**src/uart_pkg.sv**
```systemverilog
// Purpose: Shared constants and carriers for the host serial port with flow control and timestamp
// Assumes: 125 MHz core clock
// Notes: Request and clear pins are active low at the pins; the timestamp strobe acts on its rising edge
package uart_pkg;

  // ****************************************
  // Clock and timing
  // ****************************************
  localparam int unsigned CLK_HZ = 125000000;
  localparam int unsigned CLK_PERIOD_NS = 8;
  localparam int unsigned ACCEPT_DELAY_MS = 2;
  localparam int unsigned TIMESTAMP_US_NS = 1000;
  localparam int unsigned US_CYCLES = (TIMESTAMP_US_NS + CLK_PERIOD_NS - 1) / CLK_PERIOD_NS;
  localparam int unsigned ACCEPT_SYNC_CYCLES = 3;
  localparam int unsigned DEFAULT_BAUD = 115200;
  localparam int unsigned DEFAULT_BIT_CYCLES = CLK_HZ / DEFAULT_BAUD;
  localparam int unsigned RTS_HOLD_BITS = 2;
  localparam int unsigned INTERPACKET_BITS = 1;
  localparam int unsigned TIME_BYTES = 4;
  localparam logic [7:0] TIME_TAG = 8'hA5;

  // ****************************************
  // Carriers
  // ****************************************
  typedef struct packed {
    logic valid;
    logic [7:0] data;
  } byte_s;

  typedef struct packed {
    logic host_send_request_n;
    logic host_accept_clear_n;
    logic timestamp_request_strobe_n;
  } hs_in_s;

endpackage : uart_pkg

```
**src/host_uart_fc_ts.sv**
```systemverilog
// Purpose: Application serial port with two-pair flow control and timestamp packets
// Assumes: Pins are asynchronous to the core clock
// Notes: Transmit payload comes from the user port; time packets take priority
`timescale 1ns/1ps

// Functional notes
// - Receiver accepts bytes whose baud rate is within plus or minus two percent.
// - Transmit bit rate stays within one percent of nominal.
// - Accept-clear output follows host send request within two milliseconds.
// - Mode 4: device request held two bit periods after host clear drops.
// - Device starts a byte within two bit periods of host accept-clear.
// - Outside mode 4, device drops send request within one bit period after final stop bit.
// - Device leaves at least one idle bit period between its packets.
// - Time packet starts within 100 ms after strobe rising edge.
// - Timestamps count with one microsecond resolution.
module host_uart_fc_ts #(
  parameter int unsigned BIT_CYCLES = uart_pkg::DEFAULT_BIT_CYCLES
) (
  input wire logic core_clk_in,
  input wire logic arst_n_in,
  input wire logic mode4_in,
  input wire logic rxd_in,
  input wire uart_pkg::hs_in_s hs_in,
  input wire uart_pkg::byte_s tx_byte_in,
  input wire logic tx_last_in,
  output logic tx_ready_out,
  output logic txd_out,
  output logic device_accept_clear_n_out,
  output logic device_send_request_n_out,
  output uart_pkg::byte_s rx_byte_out,
  output logic [31:0] time_us_out
);
  // ****************************************
  // Pin synchronisers
  // ****************************************
  logic [3:0] s1_r, s2_r;
  logic rx_s, hreq_s, hclr_s, strobe_s, strobe_d_r;
  always_ff @(posedge core_clk_in or negedge arst_n_in) begin
    if (!arst_n_in) begin
      s1_r <= 4'hF;
      s2_r <= 4'hF;
      strobe_d_r <= 1'b1;
    end else begin
      s1_r <= {rxd_in, hs_in.host_send_request_n, hs_in.host_accept_clear_n, hs_in.timestamp_request_strobe_n};
      s2_r <= s1_r;
      strobe_d_r <= s2_r[0];
    end
  end
  assign rx_s = s2_r[3];
  assign hreq_s = !s2_r[2];
  assign hclr_s = !s2_r[1];
  assign strobe_s = s2_r[0];

  // ****************************************
  // Receiver
  // ****************************************
  uart_rx #(.BIT_CYCLES(BIT_CYCLES)) u_rx (
    .core_clk_in(core_clk_in),
    .arst_n_in(arst_n_in),
    .rxd_in(rx_s),
    .byte_out(rx_byte_out)
  );

  // ****************************************
  // Microsecond timebase and receive handshake
  // ****************************************
  logic [7:0] us_cnt_r, us_cnt_nxt;
  logic [31:0] time_r, time_nxt, snap_r, snap_nxt;
  logic acc_n_r, acc_n_nxt;
  logic ts_pend_r, ts_pend_nxt;
  logic ts_done;
  always_comb begin
    us_cnt_nxt = us_cnt_r + 8'h01;
    time_nxt = time_r;
    if (us_cnt_r == 8'(uart_pkg::US_CYCLES - 1)) begin
      us_cnt_nxt = 8'h00;
      time_nxt = time_r + 32'h0000_0001;
    end
    // Clear follows request after the synchroniser, far under 2 ms
    acc_n_nxt = !hreq_s;
    snap_nxt = snap_r;
    ts_pend_nxt = ts_pend_r;
    if (strobe_s && !strobe_d_r) begin
      snap_nxt = time_r;
      ts_pend_nxt = 1'b1;
    end else if (ts_done) begin
      ts_pend_nxt = 1'b0;
    end
  end
  always_ff @(posedge core_clk_in or negedge arst_n_in) begin
    if (!arst_n_in) begin
      us_cnt_r <= 8'h00;
      time_r <= 32'h0000_0000;
      snap_r <= 32'h0000_0000;
      acc_n_r <= 1'b1;
      ts_pend_r <= 1'b0;
    end else begin
      us_cnt_r <= us_cnt_nxt;
      time_r <= time_nxt;
      snap_r <= snap_nxt;
      acc_n_r <= acc_n_nxt;
      ts_pend_r <= ts_pend_nxt;
    end
  end
  assign time_us_out = time_r;
  assign device_accept_clear_n_out = acc_n_r;

  // ****************************************
  // Transmitter with request/clear handshake
  // ****************************************
  typedef enum logic [2:0] {T_IDLE, T_WAIT, T_SHIFT, T_HOLD, T_GAP} tx_state_e;
  tx_state_e ts_r, ts_nxt;
  logic [15:0] bc_r, bc_nxt;
  logic [3:0] bit_r, bit_nxt;
  logic [9:0] sh_r, sh_nxt;
  logic [2:0] idx_r, idx_nxt;
  logic is_time_r, is_time_nxt, last_r, last_nxt;
  logic req_r, req_nxt, txd_r, txd_nxt, rdy_r, rdy_nxt;
  logic req_n_r, req_n_nxt;
  logic [1:0] hold_r, hold_nxt;
  logic [7:0] tbyte;
  localparam logic [15:0] BFULL = 16'(BIT_CYCLES - 1);

  always_comb begin
    unique case (idx_r)
      3'h0: tbyte = uart_pkg::TIME_TAG;
      3'h1: tbyte = snap_r[31:24];
      3'h2: tbyte = snap_r[23:16];
      3'h3: tbyte = snap_r[15:8];
      default: tbyte = snap_r[7:0];
    endcase
  end
  assign ts_done = (ts_r == T_GAP) && is_time_r && (bc_r == 16'h0000);

  always_comb begin
    ts_nxt = ts_r;
    bc_nxt = (bc_r == 16'h0000) ? BFULL : bc_r - 16'h0001;
    bit_nxt = bit_r;
    sh_nxt = sh_r;
    idx_nxt = idx_r;
    is_time_nxt = is_time_r;
    last_nxt = last_r;
    req_nxt = req_r;
    txd_nxt = txd_r;
    hold_nxt = hold_r;
    rdy_nxt = 1'b0;
    unique case (ts_r)
      T_IDLE: begin
        if (ts_pend_r) begin
          is_time_nxt = 1'b1;
          idx_nxt = 3'h0;
          req_nxt = 1'b1;
          ts_nxt = T_WAIT;
        end else if (tx_byte_in.valid) begin
          is_time_nxt = 1'b0;
          req_nxt = 1'b1;
          ts_nxt = T_WAIT;
        end
      end
      T_WAIT: begin
        if (hclr_s && (is_time_r || tx_byte_in.valid)) begin
          // Byte starts at once when clear is seen
          if (is_time_r) begin
            sh_nxt = {1'b1, tbyte, 1'b0};
            last_nxt = (idx_r == 3'(uart_pkg::TIME_BYTES));
            idx_nxt = idx_r + 3'h1;
          end else begin
            sh_nxt = {1'b1, tx_byte_in.data, 1'b0};
            last_nxt = tx_last_in;
            rdy_nxt = 1'b1;
          end
          bit_nxt = 4'h0;
          bc_nxt = BFULL;
          txd_nxt = 1'b0;
          ts_nxt = T_SHIFT;
        end
      end
      T_SHIFT: begin
        if (bc_r == 16'h0000) begin
          bit_nxt = bit_r + 4'h1;
          sh_nxt = {1'b1, sh_r[9:1]};
          txd_nxt = sh_r[1];
          if (bit_r == 4'h9) begin
            txd_nxt = 1'b1;
            if (last_r) begin
              hold_nxt = 2'h0;
              ts_nxt = T_HOLD;
            end else begin
              ts_nxt = T_WAIT;
            end
          end
        end
      end
      T_HOLD: begin
        if (!mode4_in) begin
          req_nxt = 1'b0;
          ts_nxt = T_GAP;
        end else if (hclr_s) begin
          // Hold count restarts from a whole bit once clear drops
          hold_nxt = 2'h0;
          bc_nxt = BFULL;
        end else if (bc_r == 16'h0000) begin
          hold_nxt = hold_r + 2'h1;
          if (hold_r == 2'(uart_pkg::RTS_HOLD_BITS - 1)) begin
            req_nxt = 1'b0;
            ts_nxt = T_GAP;
          end
        end
      end
      T_GAP: begin
        if (bc_r == 16'h0000 && !(hclr_s && !mode4_in)) begin
          ts_nxt = T_IDLE;
        end
      end
      default: ts_nxt = T_IDLE;
    endcase
    req_n_nxt = !req_nxt;
  end

  always_ff @(posedge core_clk_in or negedge arst_n_in) begin
    if (!arst_n_in) begin
      ts_r <= T_IDLE;
      bc_r <= 16'h0000;
      bit_r <= 4'h0;
      sh_r <= 10'h3FF;
      idx_r <= 3'h0;
      is_time_r <= 1'b0;
      last_r <= 1'b0;
      req_r <= 1'b0;
      req_n_r <= 1'b1;
      txd_r <= 1'b1;
      hold_r <= 2'h0;
      rdy_r <= 1'b0;
    end else begin
      ts_r <= ts_nxt;
      bc_r <= bc_nxt;
      bit_r <= bit_nxt;
      sh_r <= sh_nxt;
      idx_r <= idx_nxt;
      is_time_r <= is_time_nxt;
      last_r <= last_nxt;
      req_r <= req_nxt;
      req_n_r <= req_n_nxt;
      txd_r <= txd_nxt;
      hold_r <= hold_nxt;
      rdy_r <= rdy_nxt;
    end
  end
  assign txd_out = txd_r;
  assign tx_ready_out = rdy_r;
  assign device_send_request_n_out = req_n_r;
endmodule : host_uart_fc_ts

```
**src/uart_rx.sv**
```systemverilog
// Purpose: Serial byte receiver sampling at mid-bit
// Assumes: Input already synchronised to the core clock
// Notes: Mid-bit sampling gives tolerance well beyond two percent
`timescale 1ns/1ps
module uart_rx #(
  parameter int unsigned BIT_CYCLES = uart_pkg::DEFAULT_BIT_CYCLES
) (
  input wire logic core_clk_in,
  input wire logic arst_n_in,
  input wire logic rxd_in,
  output uart_pkg::byte_s byte_out
);
  typedef enum logic [1:0] {IDLE, START, DATA, STOP} rx_state_e;
  rx_state_e state_r, state_nxt;
  logic [15:0] cnt_r, cnt_nxt;
  logic [2:0] bit_r, bit_nxt;
  logic [7:0] sh_r, sh_nxt;
  uart_pkg::byte_s out_r, out_nxt;
  localparam logic [15:0] FULL = 16'(BIT_CYCLES - 1);
  localparam logic [15:0] HALF = 16'(BIT_CYCLES / 2 - 1);

  assign byte_out = out_r;

  always_comb begin
    state_nxt = state_r;
    cnt_nxt = cnt_r;
    bit_nxt = bit_r;
    sh_nxt = sh_r;
    out_nxt = '{valid: 1'b0, data: out_r.data};
    unique case (state_r)
      IDLE: begin
        if (!rxd_in) begin
          state_nxt = START;
          cnt_nxt = HALF;
        end
      end
      START: begin
        if (cnt_r == 16'h0000) begin
          // Mid-bit sampling recentres on each start edge
          state_nxt = rxd_in ? IDLE : DATA;
          cnt_nxt = FULL;
          bit_nxt = 3'h0;
        end else begin
          cnt_nxt = cnt_r - 16'h0001;
        end
      end
      DATA: begin
        if (cnt_r == 16'h0000) begin
          sh_nxt = {rxd_in, sh_r[7:1]};
          cnt_nxt = FULL;
          bit_nxt = bit_r + 3'h1;
          if (bit_r == 3'h7) begin
            state_nxt = STOP;
          end
        end else begin
          cnt_nxt = cnt_r - 16'h0001;
        end
      end
      STOP: begin
        if (cnt_r == 16'h0000) begin
          state_nxt = IDLE;
          if (rxd_in) begin
            out_nxt = '{valid: 1'b1, data: sh_r};
          end
        end else begin
          cnt_nxt = cnt_r - 16'h0001;
        end
      end
    endcase
  end

  always_ff @(posedge core_clk_in or negedge arst_n_in) begin
    if (!arst_n_in) begin
      state_r <= IDLE;
      cnt_r <= 16'h0000;
      bit_r <= 3'h0;
      sh_r <= 8'h00;
      out_r <= '0;
    end else begin
      state_r <= state_nxt;
      cnt_r <= cnt_nxt;
      bit_r <= bit_nxt;
      sh_r <= sh_nxt;
      out_r <= out_nxt;
    end
  end
endmodule : uart_rx
```
**config.mk**
```make
export PLATFORM = sky130hd
export DESIGN_NAME = host_uart_fc_ts
export DESIGN_NICKNAME = d
export VERILOG_FILES = /design/src/uart_pkg.sv /design/src/host_uart_fc_ts.sv /design/src/uart_rx.sv
export SDC_FILE = /design/constraint.sdc
export NUM_CORES = 1
export LEC_CHECK = 0
export BUFFER_PORTS_ARGS = -buffer_cell sky130_fd_sc_hd__buf_2
export CORE_ASPECT_RATIO = 1.75
export CORE_MARGIN = 4
export CORE_UTILIZATION = 50
export CTS_BUF_LIST = sky130_fd_sc_hd__clkbuf_8
export DETAILED_ROUTE_END_ITERATION = 7
export PLACE_DENSITY = 0.68
export SLEW_MARGIN = 40
export SYNTH_ARGS = -nofsm -noshare
export SYNTH_HDL_FRONTEND = slang
export SYNTH_SLANG_ARGS = --single-unit
```
**constraint.sdc**
```tcl
create_clock -name core_clk_in -period 3.8 [get_ports core_clk_in]
set_clock_uncertainty 0.15 [all_clocks]
set_input_delay 0.76 -clock core_clk_in [delete_from_list [all_inputs] [get_ports core_clk_in]]
set_output_delay 0.76 -clock core_clk_in [all_outputs]
set_load 0.05 [all_outputs]
```
==> out/metrics.cfg <==
[route]
first_pass_iters = 5
via_per_inst = 5.83
routedWlPerCell_um = 17.5
ant_nets = 0
remaining_drc_errors = 0
vias = 5615
routed_wirelength_um = 16900
drt-initial-drc-count = 295

[critical_path]
critical_path_required_ps = 3970
slowest_stage = and4_1
cp.arrival_ps = 2800
critPathLaunchType = flop
crit_path_end_kind = flop
cp_cell_sequence = inv_1 -> ha_1 -> nor3b_1 -> and4_1 -> and3_1 -> mux2_1
crit_type = reg2reg
path_max_fanout = 9
slowest_delay_ps = 460

[global_routing]
track_usage_pct = 20.2
grt_max_degree = 87
grt_pass1_vias = 5953
overflow = 0
grt_pass1_wl_um = 28800
antenna_found_initial = 0

[clock_network]
numCtsBuffers = 17
numClockSinks = 163
clockBufferDepth = 2
cts_tree = yes
post_cts_buffers = 0
clkTransAtPathRegs_ps = 100
clk_latency_ps = 440
htree_levels = 4
post_cts_resized = 0
cts_root_buffer = clkbuf_8
cts_hold_buf = 0

[timing]
fmax_mhz = 379
relSlewSlack_pct = 53.2
finalCriticalPeriod_ps = 2640
holdWs_ps = 209
rsz0062_at_grt = no
slew_viol_final = 0
setup_violations = 0
period_share_pct = 69.4
final-hold-violation-count = 0
worstMarginPinSlew_ps = 703
fin_setup_tns_ps = 0

[synth]
yosys_warnings = 0
yosysUniqueCellTypes = 68
synth.most_common_cell = dfrtp_1
synth_top_area_cell = dfrtp_1
netlist_top_cells_area = dfrtp_1 46%, dfstp_2 6.7%, mux2_2 5.8%
synth_area_per_cell_um2 = 11.0
ys.flop_type = dfrtp_1
syn_inst = 709
synth_commonest_cells = 143 x dfrtp_1, 71 x nand2_1, 55 x nor2_1
synth_fp_nets = 747
async_flop_share_pct = 100
synth-edff-count = 0
yosysSeqAreaShare_pct = 52.7
synth_top_area_share_pct = 45.9
syn_area_um2 = 7790
ys_ff_latch = 163

[finish]
syn2layout_area_growth_pct = 11.6
drive_gt1_share_pct = 21.8
final_cells = 963
nets = 802
diodes = 0

[die]
rows = 60
die_area_um2 = 17700
initial_core_util_pct = 50.9
ios = 62
core_area_um2 = 15300
die_height_um = 173
die_w_um = 102

[place]
dp.cells = 931
globalplace.congestion = 0.872
hpwl_um = 12300
port_buffers = 61

[power]
p_total_uw = 4160
p_int_uw = 2920
seq_power_share_pct = 49.2
power-per-cell-area_nw_per_um2 = 478
clockPowerShare_pct = 34.3
switching_power_uw = 1240
p_leak_uw = 0.00405
pwr-share-comb_pct = 16.6
switching_share_pct = 29.8
vdd_drop_max_uv = 234

[flow_run]
maxCapViolations = 0

[hold_path]
hold_path_class = in2async

[run_status]
status = complete, no violations

## cell usage in the layout, fill, tap and decap left out, types with 5 or more instances in the layout
cell      Yosys  routed
and4_1        5       5
clkbuf_8      0      18
nor3b_1       5       5
o31ai_1       6       6
buf_2         5      60
nand4_1       8       8
a21oi_1      15      15
ha_1         21      21
mux2_1       20      20
nand2_1      71      71
inv_6         0       6
a22o_1       12      12
nand3b_1      6       6
nor2_1       55      55
xnor2_1      35      35
and3_1        5       5
or3_1         6       6
inv_1        21      21
nor4_1        7       7
o21ai_0      22      22
nor3_1       25      25
nand3_1      25      25
nand2b_1      7       7
dfstp_2      20      20
a21o_1        5       5
dfrtp_1     143     143
o21ai_1      16      16
mux2_2       40      40
xor2_1       13      13
## power by group through the flow
stage / Combinational, µW / Sequential, µW / Clock (µW)
2_1_floorplan: 541 / 2030 / 0
3_3_place_gp: 663 / 2070 / 0
3_5_place_dp: 684 / 2080 / 0
4_1_cts: 695 / 2040 / 1470
5_1_grt: 782 / 2070 / 1530
6_report: 689 / 2050 / 1430
## cell families (layout without fill, tap and decap cells)
family / Yosys count / after routing / synth area share, %
multiplexers: 64 / 64 / 9.19
AND/OR/NAND/NOR: 248 / 248 / 16.6
AO/OA/AOI/OAI: 116 / 116 / 10.1
flip-flops: 163 / 163 / 52.7
buffers and inverters: 49 / 117 / 2.63
XOR/XNOR: 48 / 48 / 5.40
adder cells (fa/ha/maj): 21 / 21 / 3.37
## worst paths after layout
path                          startpoint                to  slack (ps)  depth (start not counted)
max                        u_rx.cnt_r[0]  u_rx.byte_out[6]        1160                          6
min                            arst_n_in  u_rx.byte_out[8]         210                          1
max reg2reg                u_rx.cnt_r[0]  u_rx.byte_out[6]        1160                          6
min reg2reg                      s1_r[2]           s2_r[2]         210                          0
max in group asynchronous      arst_n_in           sh_r[4]        2360                          2
min in group core_clk_in         s1_r[2]           s2_r[2]         210                          0
## registers in the layout, summed over array words and instances (netlist names), 2 cells and up, named ones only
register	cells
bc_r	16
bit_r	4
hold_r	2
idx_r	3
s1_r	4
s2_r	4
sh_r	8
snap_r	32
time_us_out	32
ts_r	3
u_rx.bit_r	3
u_rx.byte_out	9
u_rx.cnt_r	16
u_rx.sh_r	8
us_cnt_r	8
## final cells by class
class,instances,area [µm²]
Clock buffer,17,234
Clock inverter,15,215
Fill cell,1333,6620
Inverter,21,78.8
Multi-Input combinational cell,497,3480
Sequential cell,163,4100
Tap cell,186,233
Timing Repair Buffer,64,349
## per-layer routing
layer  vias to the layer above  part of all wire (%)  global-route usage, %
met3                        47                   3.5                   3.96
met1                      2812                    40                   24.4
li1                       2629                     -                      -
met2                       127                    53                   33.7
met5                         -                     0                      0
met4                         0                   4.3                   9.91
## critical path: cells and delay by family, from the launching register on
family,cells,cell delay [ps]
simple gates,3,1290
buf+inv,1,120
flops,1,440
fa+ha+maj,1,150
mux,1,360
## per-stage QoR
stage	worst slack, ps	utilization, %	instance area, µm²
floorplan	1570	-	7790
global placement	1230	53.8	8240
detailed placement	1200	53.8	8240
CTS	1160	56.8	8690
global route	929	56.8	8700
finish	1160	56.8	8700
(Power assumes the default switching activity.)
